==> config.mk <==
export PLATFORM = sky130hd
export DESIGN_NAME = dvif_formatter_flat
export DESIGN_NICKNAME = d
export VERILOG_FILES = /design/src/inc/dvif_pkg.sv /design/src/inc/dvif_link_if.sv /design/src/rtl/dvif_fifo.sv /design/src/rtl/dvif_formatter.sv /design/src/flat_wrapper.sv
export VERILOG_INCLUDE_DIRS = /design/src /design/src/inc
export SDC_FILE = /design/constraint.sdc
export NUM_CORES = 1
export LEC_CHECK = 0
export BUFFER_PORTS_ARGS = -buffer_cell sky130_fd_sc_hd__buf_2
export CORE_MARGIN = 10
export CORE_UTILIZATION = 50
export CTS_CLUSTER_DIAMETER = 200
export DETAILED_ROUTE_END_ITERATION = 7
export GPL_TIMING_DRIVEN = 0
export PLACE_DENSITY = 0.7
export SYNTH_ARGS = -nofsm -noshare
export SYNTH_HDL_FRONTEND = slang
export SYNTH_SLANG_ARGS = --single-unit
==> constraint.sdc <==
create_clock -name sys_clk_i -period 3.6 [get_ports sys_clk_i]
set_clock_uncertainty 0.05 [all_clocks]
set_input_delay 0.36 -clock sys_clk_i [delete_from_list [all_inputs] [get_ports sys_clk_i]]
set_output_delay 0.36 -clock sys_clk_i [all_outputs]
set_load 0.005 [all_outputs]
==> src/inc/dvif_defs.svh <==
// Constants of the dual voltage input formatter
//------------------------------------------------------------
// Notes on behaviour
// - Two 16-bit words, one per channel
// - Magnitude occupies bits 14 down to 5
// - Value zero to 32736, steps of 32
// - Count 32000 equals 10 V, V=C/3200
// - Above 32000 reported unchanged, no flag
// - Image lives in registers 45392 to 49487
// - Two channel words take adjacent registers
// - Register location follows island slot position
// - Global interrupt enable set before data delivery
// - No configurable parameters, no reflex actions
// - Both words refreshed every 5.0 ms
//------------------------------------------------------------
`ifndef DVIF_DEFS_SVH
`define DVIF_DEFS_SVH

// Word layout
`define DVIF_WORD_W 16
`define DVIF_MAG_W 10
`define DVIF_MAG_LSB 5
`define DVIF_MAG_MSB 14
`define DVIF_FULL_SCALE 16'h7D00
`define DVIF_WORD_RST 16'h0000

// Island register image
`define DVIF_IMG_FIRST 16'hB150
`define DVIF_IMG_LAST 16'hC14F
`define DVIF_IMG_SIZE 4096

// Timing
`define DVIF_CLK_MHZ 100
`define DVIF_RESP_TIME_US 5000
`define DVIF_REFRESH_CYC (`DVIF_RESP_TIME_US * `DVIF_CLK_MHZ)

// Buffering
`define DVIF_FIFO_DEPTH 4

`endif

==> src/inc/dvif_pkg.sv <==
// Types shared by both ends of the formatter link
package dvif_pkg;
	// Channel index carried with each word
	typedef enum logic {DVIF_CH_ONE, DVIF_CH_TWO} dvif_chan_t;
	// Formatted channel word
	typedef logic [15:0] dvif_word_t;
endpackage : dvif_pkg

==> src/inc/dvif_link_if.sv <==
// Link between the formatter and the island network interface
`timescale 1ns/1ns
`default_nettype none
interface dvif_link_if
	import dvif_pkg::*;
(
	input wire logic sys_clk_i
);
	logic valid;
	logic ready;
	dvif_word_t word;
	dvif_chan_t chan;

	// Formatter end drives words
	modport dev (output valid, output word, output chan, input ready);
	// Network interface end takes them
	modport nim (input valid, input word, input chan, output ready);
endinterface : dvif_link_if
`default_nettype wire

==> src/rtl/dvif_fifo.sv <==
// Shift-register FIFO with valid and ready on both sides
`timescale 1ns/1ns
`default_nettype none
module dvif_fifo
	import dvif_pkg::*;
#(
	parameter int WIDTH = 17,
	parameter int DEPTH = 4
)
(
	// Clock and reset
	input wire logic sys_clk_i,
	input wire logic srst_i,
	// Fill side
	input wire logic in_valid_i,
	output logic in_ready_o,
	input wire logic [WIDTH-1:0] in_data_i,
	// Drain side
	output logic out_valid_o,
	input wire logic out_ready_i,
	output logic [WIDTH-1:0] out_data_o
);
	localparam int CW = $clog2(DEPTH + 1);
	localparam logic [CW-1:0] FULL = CW'(DEPTH);

	// Elaboration check
	if (DEPTH < 2 || WIDTH < 1)
	begin : g_bad
		$error("dvif_fifo needs DEPTH >= 2 and WIDTH >= 1");
	end

	logic [WIDTH-1:0] mem_q [DEPTH];
	logic [CW-1:0] cnt_q;
	logic [CW-1:0] cnt_d;
	logic [CW-1:0] wr_idx;
	logic valid_q;
	logic push;
	logic pop;

	// Handshakes; a full FIFO refuses, which stalls the writer
	assign in_ready_o = (cnt_q != FULL);
	assign push = in_valid_i && in_ready_o;
	assign pop = valid_q && out_ready_i;
	assign wr_idx = pop ? cnt_q - CW'(1) : cnt_q;
	assign cnt_d = cnt_q + CW'(push) - CW'(pop);
	assign out_valid_o = valid_q;
	assign out_data_o = mem_q[0];

	// Fill count and registered non-empty flag
	always_ff @(posedge sys_clk_i)
	begin
		if (srst_i)
		begin
			cnt_q <= '0;
			valid_q <= 1'b0;
		end
		else
		begin
			cnt_q <= cnt_d;
			valid_q <= (cnt_d != '0);
		end
	end

	// Storage: head always at entry 0, so the output is a flop
	for (genvar i = 0; i < DEPTH; i++)
	begin : g_ent
		always_ff @(posedge sys_clk_i)
		begin
			if (srst_i)
				mem_q[i] <= '0;
			else if (push && wr_idx == CW'(i))
				mem_q[i] <= in_data_i;
			else if (pop)
				mem_q[i] <= (i == DEPTH - 1) ? '0 : mem_q[(i + 1) % DEPTH];
		end
	end
endmodule : dvif_fifo
`default_nettype wire

==> src/rtl/dvif_formatter.sv <==
// Formatter end: samples two channels and sends two words
`timescale 1ns/1ns
`default_nettype none
`include "dvif_defs.svh"
module dvif_formatter
	import dvif_pkg::*;
#(
	parameter int REFRESH_CYC = `DVIF_REFRESH_CYC,
	parameter int FIFO_DEPTH = `DVIF_FIFO_DEPTH
)
(
	// Clock and reset
	input wire logic sys_clk_i,
	input wire logic srst_i,
	// Converter on the same clock
	output logic conv_start_o,
	input wire logic conv_done_i,
	input wire logic [`DVIF_MAG_W-1:0] conv_one_i,
	input wire logic [`DVIF_MAG_W-1:0] conv_two_i,
	// Status
	output logic refresh_o,
	output logic overrun_o,
	// Link to the network interface
	dvif_link_if.dev link
);
	localparam int TW = $clog2(REFRESH_CYC);
	localparam logic [TW-1:0] TLAST = TW'(REFRESH_CYC - 1);

	// Elaboration check
	if (REFRESH_CYC < 8 || FIFO_DEPTH < 2)
	begin : g_bad
		$error("dvif_formatter needs REFRESH_CYC >= 8 and FIFO_DEPTH >= 2");
	end

	typedef enum logic [1:0] {S_IDLE, S_CONV, S_PUSH_ONE, S_PUSH_TWO} dvif_state_t;

	//------------------------------------------------------------
	// Word formatting
	//------------------------------------------------------------

	// Left-align the magnitude; top bit and low five bits stay zero.
	// Full scale 32000 is not special, so no over-range mark exists.
	function automatic dvif_word_t fmt_word(input logic [`DVIF_MAG_W-1:0] mag);
		dvif_word_t w;
		w = `DVIF_WORD_RST;
		w[`DVIF_MAG_MSB:`DVIF_MAG_LSB] = mag;
		return w;
	endfunction : fmt_word

	//------------------------------------------------------------
	// Refresh timer
	//------------------------------------------------------------

	logic [TW-1:0] tmr_q;
	logic tick_q;
	logic pend_q;
	dvif_state_t state_q;
	logic [`DVIF_MAG_W-1:0] mag_one_q;
	logic [`DVIF_MAG_W-1:0] mag_two_q;
	logic conv_start_q;
	logic refresh_q;
	logic overrun_q;
	logic f_in_valid;
	logic f_in_ready;
	logic [`DVIF_WORD_W:0] f_in_data;
	logic [`DVIF_WORD_W:0] f_out_data;

	// Fixed period; nothing software sets can change it
	always_ff @(posedge sys_clk_i)
	begin
		if (srst_i)
		begin
			tmr_q <= '0;
			tick_q <= 1'b0;
		end
		else
		begin
			tick_q <= (tmr_q == TLAST);
			tmr_q <= (tmr_q == TLAST) ? '0 : tmr_q + TW'(1);
		end
	end

	// The first tick during a busy cycle waits instead of being lost.
	// Leaving idle consumes one request; if a tick and a pending
	// request meet there, the tick is kept so neither is dropped.
	always_ff @(posedge sys_clk_i)
	begin
		if (srst_i)
			pend_q <= 1'b0;
		else if (tick_q && state_q != S_IDLE)
			pend_q <= 1'b1;
		else if (state_q == S_IDLE)
			pend_q <= pend_q && tick_q;
	end

	// Overrun: a second tick arrived while one was still pending.
	// The flagged tick is lost; the frame after it still runs.
	always_ff @(posedge sys_clk_i)
	begin
		if (srst_i)
			overrun_q <= 1'b0;
		else
			overrun_q <= tick_q && pend_q && state_q != S_IDLE;
	end

	//------------------------------------------------------------
	// Sequencer
	//------------------------------------------------------------

	// Start a conversion, then queue sensor one before sensor two
	always_ff @(posedge sys_clk_i)
	begin
		if (srst_i)
			state_q <= S_IDLE;
		else
		begin
			case (state_q)
				S_IDLE:
					if (tick_q || pend_q)
						state_q <= S_CONV;
				S_CONV:
					if (conv_done_i)
						state_q <= S_PUSH_ONE;
				S_PUSH_ONE:
					if (f_in_ready)
						state_q <= S_PUSH_TWO;
				S_PUSH_TWO:
					if (f_in_ready)
						state_q <= S_IDLE;
				default:
					state_q <= S_IDLE;
			endcase
		end
	end

	// One-cycle start strobe on entry to conversion
	always_ff @(posedge sys_clk_i)
	begin
		if (srst_i)
			conv_start_q <= 1'b0;
		else
			conv_start_q <= (state_q == S_IDLE) && (tick_q || pend_q);
	end

	// Both channels are caught together from one conversion
	always_ff @(posedge sys_clk_i)
	begin
		if (srst_i)
		begin
			mag_one_q <= '0;
			mag_two_q <= '0;
		end
		else if (state_q == S_CONV && conv_done_i)
		begin
			mag_one_q <= conv_one_i;
			mag_two_q <= conv_two_i;
		end
	end

	// Pulse once both words of a frame are queued
	always_ff @(posedge sys_clk_i)
	begin
		if (srst_i)
			refresh_q <= 1'b0;
		else
			refresh_q <= (state_q == S_PUSH_TWO) && f_in_ready;
	end

	//------------------------------------------------------------
	// Buffer and link
	//------------------------------------------------------------

	// Channel index rides in the top bit beside the word
	assign f_in_valid = (state_q == S_PUSH_ONE) || (state_q == S_PUSH_TWO);
	always_comb
	begin
		if (state_q == S_PUSH_TWO)
			f_in_data = {1'b1, fmt_word(mag_two_q)};
		else
			f_in_data = {1'b0, fmt_word(mag_one_q)};
	end

	// A stalled network side backs up here and holds the sequencer
	dvif_fifo #(
		.WIDTH(`DVIF_WORD_W + 1),
		.DEPTH(FIFO_DEPTH)
	) u_fifo (
		.sys_clk_i(sys_clk_i),
		.srst_i(srst_i),
		.in_valid_i(f_in_valid),
		.in_ready_o(f_in_ready),
		.in_data_i(f_in_data),
		.out_valid_o(link.valid),
		.out_ready_i(link.ready),
		.out_data_o(f_out_data)
	);

	//------------------------------------------------------------
	// Outputs
	//------------------------------------------------------------

	// Link fields and status pins come straight from flops
	assign link.word = f_out_data[`DVIF_WORD_W-1:0];
	assign link.chan = dvif_chan_t'(f_out_data[`DVIF_WORD_W]);
	assign conv_start_o = conv_start_q;
	assign refresh_o = refresh_q;
	assign overrun_o = overrun_q;
endmodule : dvif_formatter
`default_nettype wire

==> src/flat_wrapper.sv <==
// flat-port wrapper written by rule: the top's interface ports become plain ports
module dvif_formatter_flat import dvif_pkg::*;
#(
	parameter int REFRESH_CYC = `DVIF_REFRESH_CYC,
	parameter int FIFO_DEPTH = `DVIF_FIFO_DEPTH
)
  (sys_clk_i, srst_i, conv_start_o, conv_done_i, conv_one_i, conv_two_i, refresh_o, overrun_o, link_valid, link_word, link_chan, link_ready);
  dvif_link_if link_i (.sys_clk_i(sys_clk_i));
  input wire logic sys_clk_i;
  input wire logic srst_i;
  output logic conv_start_o;
  input wire logic conv_done_i;
  input wire logic [`DVIF_MAG_W-1:0] conv_one_i;
  input wire logic [`DVIF_MAG_W-1:0] conv_two_i;
  output logic refresh_o;
  output logic overrun_o;
  output wire logic [$bits(link_i.valid)-1:0] link_valid;
  output wire logic [$bits(link_i.word)-1:0] link_word;
  output wire logic [$bits(link_i.chan)-1:0] link_chan;
  input wire logic [$bits(link_i.ready)-1:0] link_ready;
  assign link_valid = link_i.valid;
  assign link_word = link_i.word;
  assign link_chan = link_i.chan;
  assign link_i.ready = link_ready;
  dvif_formatter #(.REFRESH_CYC(REFRESH_CYC), .FIFO_DEPTH(FIFO_DEPTH)) u_core (.sys_clk_i(sys_clk_i), .srst_i(srst_i), .conv_start_o(conv_start_o), .conv_done_i(conv_done_i), .conv_one_i(conv_one_i), .conv_two_i(conv_two_i), .refresh_o(refresh_o), .overrun_o(overrun_o), .link(link_i));
endmodule
==> metrics.csv, run 1 <==
stage;metric;value;unit
flow_run;# Max-Cap Violations;0;
yosys;largest cells by area after synthesis;edfxtp_1 (31%), dfxtp_1 (24%), o2bb2ai_1 (6.0%);
clock_network;Clock Path Buffers;2;
critical_path;Setup crit end kind;register;
timing;Tightest Pin Transition;0.958;ns
grt;first-pass GRT wire length;14100;µm
clock_network;Clk pin slew, worst setup/hold paths;0.10;ns
route;ANT nets after route;0;
route;drt initial violations;105;
place;detailed-placement wirelength estimate;6180;µm
critical_path;CP Max Fanout;11;
critical_path;Setup Crit Path Kind;register to register;
route;drt pass-1 iters;6;
die;Die Y;112;µm
finish;Register Area;0.00232;mm²
critical_path;CP max-delay cell;o21ai_1;
yosys;Synth Area in Adders;0.0286;
place;final RePlAce weighted congestion;0.826;
route;Via density;5.35;
place;PortBufs;38;
yosys;largest family of logic cells by synthesized area;simple AND/OR/NAND/NOR gates;
finish;multi-input logic area;0.00173;mm²
route;drt wl/cell;14.9;µm
finish;layout cells sized above 1;0.179;
yosys;Yosys cell types;53;
clock_network;Sink Count;94;
critical_path;crit-path most repeated cell;nand3_1;
yosys;area leader, netlist;edfxtp_1;
finish;Final Util;0.577;
timing;Tcrit/Tclk final;0.860;
finish;# fillers;753;
grt;largest net degree at the start of global routing;19;
finish;Layout area overhead;12.8;%
critical_path;crit-path max cell delay;0.78;ns
yosys;EDFF count, synth;44;
timing;final hold violations;0;
critical_path;CP Launch Type;register;
finish;ANT cells;0;
critical_path;CP delay by family, top;compound AO/OA/AOI/OAI gates;
yosys;Synth Area in Compound Gates;0.127;
clock_network;CTS tree;yes;
route;Routed WL;8360;µm
yosys;Post-synth top cells;nand2_1 (57), dfxtp_1 (50), edfxtp_1 (44), nor2_1 (38), o2bb2ai_1 (29);
timing;Tmin final;3.09;ns
power;peak supply drop;0.289;mV
yosys;Mapped Cells;397;
grt;initial antenna violation count;0;
critical_path;CP cell instances;clkbuf_1 -> inv_1 -> ha_1 -> nand3_1 -> xor2_1 -> nand3_1 -> o21ai_1;
yosys;flip-flop and latch count after synthesis;94;
yosys;fraction of synthesized area in multiplexers;0.0408;
die;Die ar.;0.0125;mm²
die;core area;0.00822;mm²
grt;total grt overflow;0;
power;PD cells;515;mW/mm²
yosys;yosys warns;0;
yosys;Async S/R FF share, synth;0;
timing;Setup Viol. Count Final;0;
timing;Slew Viols, Final;0;
yosys;ys flop type;dfxtp_1;
route;# DRC;0;
clock_network;H-Tree Level Count;3;
clock_network;postcts setup bufs;0;
timing;Fmax;323;MHz
clock_network;CTS Hold Bufs;0;
clock_network;post-CTS sizing;0;
clock_network;TritonCTS Buffers;9;
yosys;most common cell in the netlist;nand2_1;
die;I/O pin count;45;
yosys;post-synthesis sequential area ratio;0.552;
yosys;Mean Syn Cell Area;10.6;µm²
yosys;Synth Area in Simple Gates;0.170;
yosys;xor-xnor portion of the synthesized cell area;0.0375;
critical_path;Buf/Inv on CP;2;
die;die width;112;µm
timing;RSZ-0062 raised after global routing;false;
grt;all-layer global routing usage;0.134;
yosys;Syn Std Cell Area;0.00421;mm²
critical_path;Worst Path Required;3.54;ns
timing;setup_tns;0;ns
clock_network;clk_lat worst skew;0.36;ns
grt;vias in the first global route;3023;
die;Initial Util;0.512;
die;Row Count;33;
run_status;run status;complete, no violations;
timing;Slew HR;0.357;
critical_path;Arr. time, crit path;3.03;ns
route;Vias;3007;
finish;fin nets;485;
power;Leakage Power;0.00170;µW
clock_network;Root Buffer;clkbuf_8;
worst_hold_path;type of the worst min-delay path;input port to register;
yosys;post-synth top area share;0.314;
==> path summary, 6_finish.rpt <==
kind / endpoint / cells past startpoint / start / slack (ns)
max: u_core.u_fifo.mem_q[1][7]$_DFFE_PP_ / 7 / u_core.u_fifo.cnt_q[0]$_SDFF_PP0_ / 0.51
min reg2reg: u_core.mag_one_q[0]$_SDFFE_PP0P_ / 2 / u_core.mag_one_q[0]$_SDFFE_PP0P_ / 0.41
min: u_core.mag_two_q[3]$_SDFFE_PP0P_ / 3 / conv_two_i[3] / 0.18
max reg2reg: u_core.u_fifo.mem_q[1][7]$_DFFE_PP_ / 7 / u_core.u_fifo.cnt_q[0]$_SDFF_PP0_ / 0.51
==> layout make-up <==
cell class              count  share of cell area
plain buffers              27              0.0311
multi-input cells         272               0.364
clock buffers               9              0.0261
clock inverters             7              0.0127
repair buffers             39              0.0417
well taps                 105              0.0277
flip-flops and latches     94               0.489
inverters                   9             0.00712
==> worst reg2reg max path, cell delays in order, from the launching register on <==
cell,delay [ns]
dfxtp_1,0.36
clkbuf_1,0.35
inv_1,0.15
ha_1,0.23
nand3_1,0.10
xor2_1,0.53
nand3_1,0.19
o21ai_1,0.78
==> state kept, by name (all words and copies together) (netlist names) <==
signal                     count
u_core.tick_q                  1
u_core.refresh_o               1
u_core.overrun_o               1
u_core.u_fifo.cnt_q            3
u_core.tmr_q                  19
u_core.mag_one_q              10
u_core.pend_q                  1
u_core.u_fifo.mem_q           44
u_core.state_q                 2
u_core.mag_two_q              10
u_core.u_fifo.out_valid_o      1
u_core.conv_start_o            1
==> through the flow <==
stage	instances	worst slack (ns)	hold slack (ns)	power, µW	area (µm²)
3_5_place_dp	546	0.162	0.397	1790	4560
2_1_floorplan	402	0.789	0.380	1650	4220
4_1_cts	562	0.146	0.159	2450	4740
5_1_grt	562	0.284	0.162	2560	4740
3_3_place_gp	545	0.211	0.391	1760	4550
6_report	562	0.505	0.176	2440	4740
==> cell families (layout without fill, tap and decap cells) <==
kind of cell	Yosys count	after routing
and+or+nand+nor	148	148
DFF	94	94
AOI/OAI and AO/OA	74	74
buffers and inverters	36	91
xor gates and xnor gates	18	18
muxes	17	17
adders and majority gates	9	9
other	1	6
==> layer usage <==
metal | part of all wire | vias up | wire length, µm | global-route usage
li1 | - | 1524 | - | -
met1 | 0.47 | 1396 | 3930 | 0.160
met2 | 0.47 | 83 | 3910 | 0.221
met3 | 0.056 | 4 | 464 | 0.0456
met4 | 0.0062 | 0 | 52 | 0.0411
met5 | 0 | - | 0 | 0
==> power by group <==
part,internal (µW),switching [µW]
combinational,178,287
clock,266,404
sequential,1250,54.0
total,1700,745
==> cell usage in the layout (no fill, tap or decap), types with 2 or more instances in the layout <==
master and instances:
a211oi_1 2, a21oi_1 25, a41oi_1 3, and2_1 2
buf_2 41, buf_4 8, buf_6 2, clkbuf_1 13
clkbuf_8 9, conb_1 6, dfxtp_1 50, edfxtp_1 44
ha_1 8, inv_1 9, inv_6 4, mux2i_1 16
nand2_1 57, nand2b_1 2, nand3_1 14, nand4_1 4
nand4b_1 2, nor2_1 38, nor2b_1 2, nor3_1 4
nor4_1 5, o21ai_0 2, o21ai_1 2, o2bb2ai_1 29
o31ai_1 3, or2_2 4, or4_1 3, xnor2_1 12
xor2_1 6
Power figures use the tool's default switching activity.
==> run 2, diff against run 1 <==
--- a/config.mk
+++ b/config.mk
@@ -10,6 +10,7 @@
 export CORE_MARGIN = 10
 export CORE_UTILIZATION = 50
 export CTS_CLUSTER_DIAMETER = 200
+export CTS_CLUSTER_SIZE = 30
 export DETAILED_ROUTE_END_ITERATION = 7
 export GPL_TIMING_DRIVEN = 0
 export PLACE_DENSITY = 0.7
==> constraint.sdc (replaced) <==
create_clock -name sys_clk_i -period 3.6 [get_ports sys_clk_i]
set_clock_uncertainty 0.05 [all_clocks]
set_input_delay 0.18 -clock sys_clk_i [delete_from_list [all_inputs] [get_ports sys_clk_i]]
set_output_delay 0.18 -clock sys_clk_i [all_outputs]
set_load 0.005 [all_outputs]
==> run 2 against run 1 <==
Core utilization rose by 2.1 points. Clock-buffer cell count unchanged. Sequential share of layout area down 1.7 points. First-iteration DRC count increased by 37%. Combinational power increased by 3%. Non-clock buffer count increased by 17. Flip-flop and latch count unchanged. Final area increased by 3.6%. Critical path depth stayed put. Clock power fell by 1%. Largest power group unchanged.
==> metrics.csv, run 2 (synthesis results as in run 1) <==
stage;metric;value;unit
run_status;run status;complete, no violations;
clock_network;post-CTS sizing;0;
power;Tot Pwr;2450;µW
route;drt wl/cell;14.6;µm
timing;Tightest Pin Transition;0.953;ns
die;Die ar.;0.0125;mm²
finish;commonest cells after routing, fill and taps aside;nand2_1 (57), dfxtp_1 (50), edfxtp_1 (44), buf_2 (41), nor2_1 (38);
die;Initial Util;0.512;
critical_path;Setup crit end kind;register;
critical_path;CP delay by family, top;compound AO/OA/AOI/OAI gates;
place;placed inst area;0.00456;mm²
timing;RSZ-0062 raised after global routing;false;
place;PortBufs;38;
critical_path;R2R depth;7;
die;Die Y;112;µm
critical_path;CP max-delay cell;o21ai_1;
finish;# fillers;727;
finish;Layout area overhead;16.9;%
timing;Fmax;325;MHz
critical_path;Worst R2R Setup Slack;0.52;ns
clock_network;postcts setup bufs;0;
finish;Largest Register;u_core.u_fifo.mem_q;
worst_hold_path;WHS Endpoint;u_core.mag_two_q[2]$_SDFFE_PP0P_;
finish;Largest regs;u_core.u_fifo.mem_q (44), u_core.tmr_q (19);
critical_path;crit-path most repeated cell;nand3_1;
clock_network;clk_lat worst skew;0.36;ns
finish;fin nets;502;
critical_path;Buf/Inv on CP;2;
grt;first-pass GRT wire length;14500;µm
die;die width;112;µm
finish;final instance area;0.00491;mm²
timing;final hold violations;0;
grt;total grt overflow;0;
power;Clock power frac;0.271;
route;# DRC;0;
route;drt initial violations;144;
finish;ANT cells;0;
clock_network;Clk pin slew, worst setup/hold paths;0.10;ns
timing;Tmin final;3.08;ns
power;Int Pwr;1710;µW
critical_path;CP cell instances;clkbuf_1 -> inv_1 -> ha_1 -> nand3_1 -> xor2_1 -> nand3_1 -> o21ai_1;
power;Sw Pwr;740;µW
grt;largest net degree at the start of global routing;19;
route;ANT nets after route;0;
worst_hold_path;hold_sp;conv_two_i[2];
critical_path;FF-to-FF End;u_core.u_fifo.mem_q[1][7]$_DFFE_PP_;
power;Leakage Power;0.00177;µW
grt;vias in the first global route;3103;
critical_path;Arr. time, crit path;3.02;ns
timing;Slew Viols, Final;0;
critical_path;Setup Crit Path Kind;register to register;
flow_run;# Max-Cap Violations;0;
power;combinational group share of total power;0.195;
grt;initial antenna violation count;0;
place;final RePlAce weighted congestion;0.826;
die;I/O pin count;45;
die;core area;0.00822;mm²
clock_network;Root Buffer;clkbuf_8;
route;drt pass-1 iters;5;
critical_path;CP Max Fanout;11;
timing;setup ws final;0.523;ns
critical_path;CP Launch Type;register;
finish;commonest non-fill, non-tap cell in the layout;nand2_1;
power;peak supply drop;0.288;mV
clock_network;H-Tree Level Count;3;
clock_network;CTS Hold Bufs;17;
timing;Setup Viol. Count Final;0;
finish;max reg flops;44;
timing;Slew HR;0.361;
timing;setup_tns;0;ns
worst_hold_path;Hold Crit Depth;3;
critical_path;FF-to-FF Start;u_core.u_fifo.cnt_q[0]$_SDFF_PP0_;
die;Row Count;33;
finish;layout cells sized above 1;0.173;
power;Sw Share;0.302;
clock_network;CTS tree;yes;
critical_path;Worst Path Required;3.54;ns
critical_path;crit-path max cell delay;0.77;ns
timing;Tcrit/Tclk final;0.855;
grt;all-layer global routing usage;0.138;
power;sequential share of power;0.534;
place;Place WS;0.162;ns
clock_network;TritonCTS Buffers;9;
power;PD cells;498;mW/mm²
route;Vias;3067;
clock_network;Clock Path Buffers;2;
clock_network;Sink Count;94;
finish;Final Util;0.598;
place;detailed-placement wirelength estimate;6180;µm
route;Routed WL;8440;µm
route;Via density;5.30;
worst_hold_path;type of the worst min-delay path;input port to register;
-- run 2: worst register-to-register path, stage by stage (launching register included) --
cell and delay (ns):
dfxtp_1 0.36, clkbuf_1 0.34, inv_1 0.15, ha_1 0.23
nand3_1 0.10, xor2_1 0.52, nand3_1 0.18, o21ai_1 0.77
-- run 2: worst max path at each step --
stage | from | end | slack, ns | depth (start not counted)
global route | u_core.u_fifo.cnt_q[0]$_SDFF_PP0_ | u_core.u_fifo.mem_q[1][7]$_DFFE_PP_ | 0.28 | 7
global placement | u_core.u_fifo.cnt_q[0]$_SDFF_PP0_ | u_core.u_fifo.mem_q[0][9]$_DFFE_PP_ | 0.21 | 5
floorplan | u_core.u_fifo.cnt_q[0]$_SDFF_PP0_ | u_core.u_fifo.mem_q[1][10]$_DFFE_PP_ | 0.79 | 7
finish | u_core.u_fifo.cnt_q[0]$_SDFF_PP0_ | u_core.u_fifo.mem_q[1][7]$_DFFE_PP_ | 0.52 | 7
detailed placement | u_core.u_fifo.cnt_q[0]$_SDFF_PP0_ | u_core.u_fifo.mem_q[1][9]$_DFFE_PP_ | 0.16 | 7
CTS | u_core.u_fifo.cnt_q[0]$_SDFF_PP0_ | u_core.u_fifo.mem_q[1][7]$_DFFE_PP_ | 0.15 | 7
-- run 2: metal layers --
layer / GRT usage / vias to the layer above / part of all wire
li1: - / 1560 / -
met1: 0.166 / 1418 / 0.47
met2: 0.228 / 83 / 0.47
met3: 0.0435 / 6 / 0.052
met4: 0.0446 / 0 / 0.0079
met5: 0 / - / 0
-- run 2: layout make-up --
class | count | area [µm²] | share of cell area
Clock inverter | 7 | 60.1 | 0.0122
Tap cell | 105 | 131 | 0.0267
Multi-Input combinational cell | 272 | 1730 | 0.352
Sequential cell | 94 | 2320 | 0.473
Timing Repair Buffer | 56 | 368 | 0.0748
Buffer | 27 | 148 | 0.0300
Inverter | 9 | 33.8 | 0.00687
Clock buffer | 9 | 124 | 0.0252
-- run 2: stage by stage --
| step | instances | hold WS [ns] |
|---|---|---|
| after floorplan | 402 | 0.266 |
| final | 579 | 0.0163 |
| after CTS | 579 | 0.0000402 |
| after global placement | 545 | 0.374 |
| after detailed placement | 546 | 0.377 |
| after global routing | 579 | 0.00217 |
-- run 2: power by group through the flow --
stage	clock network, µW	logic (µW)	registers, µW
after floorplan	0	326	1320
after global placement	0	437	1330
after detailed placement	0	461	1330
after CTS	678	480	1310
after global routing	717	541	1320
final	663	477	1310
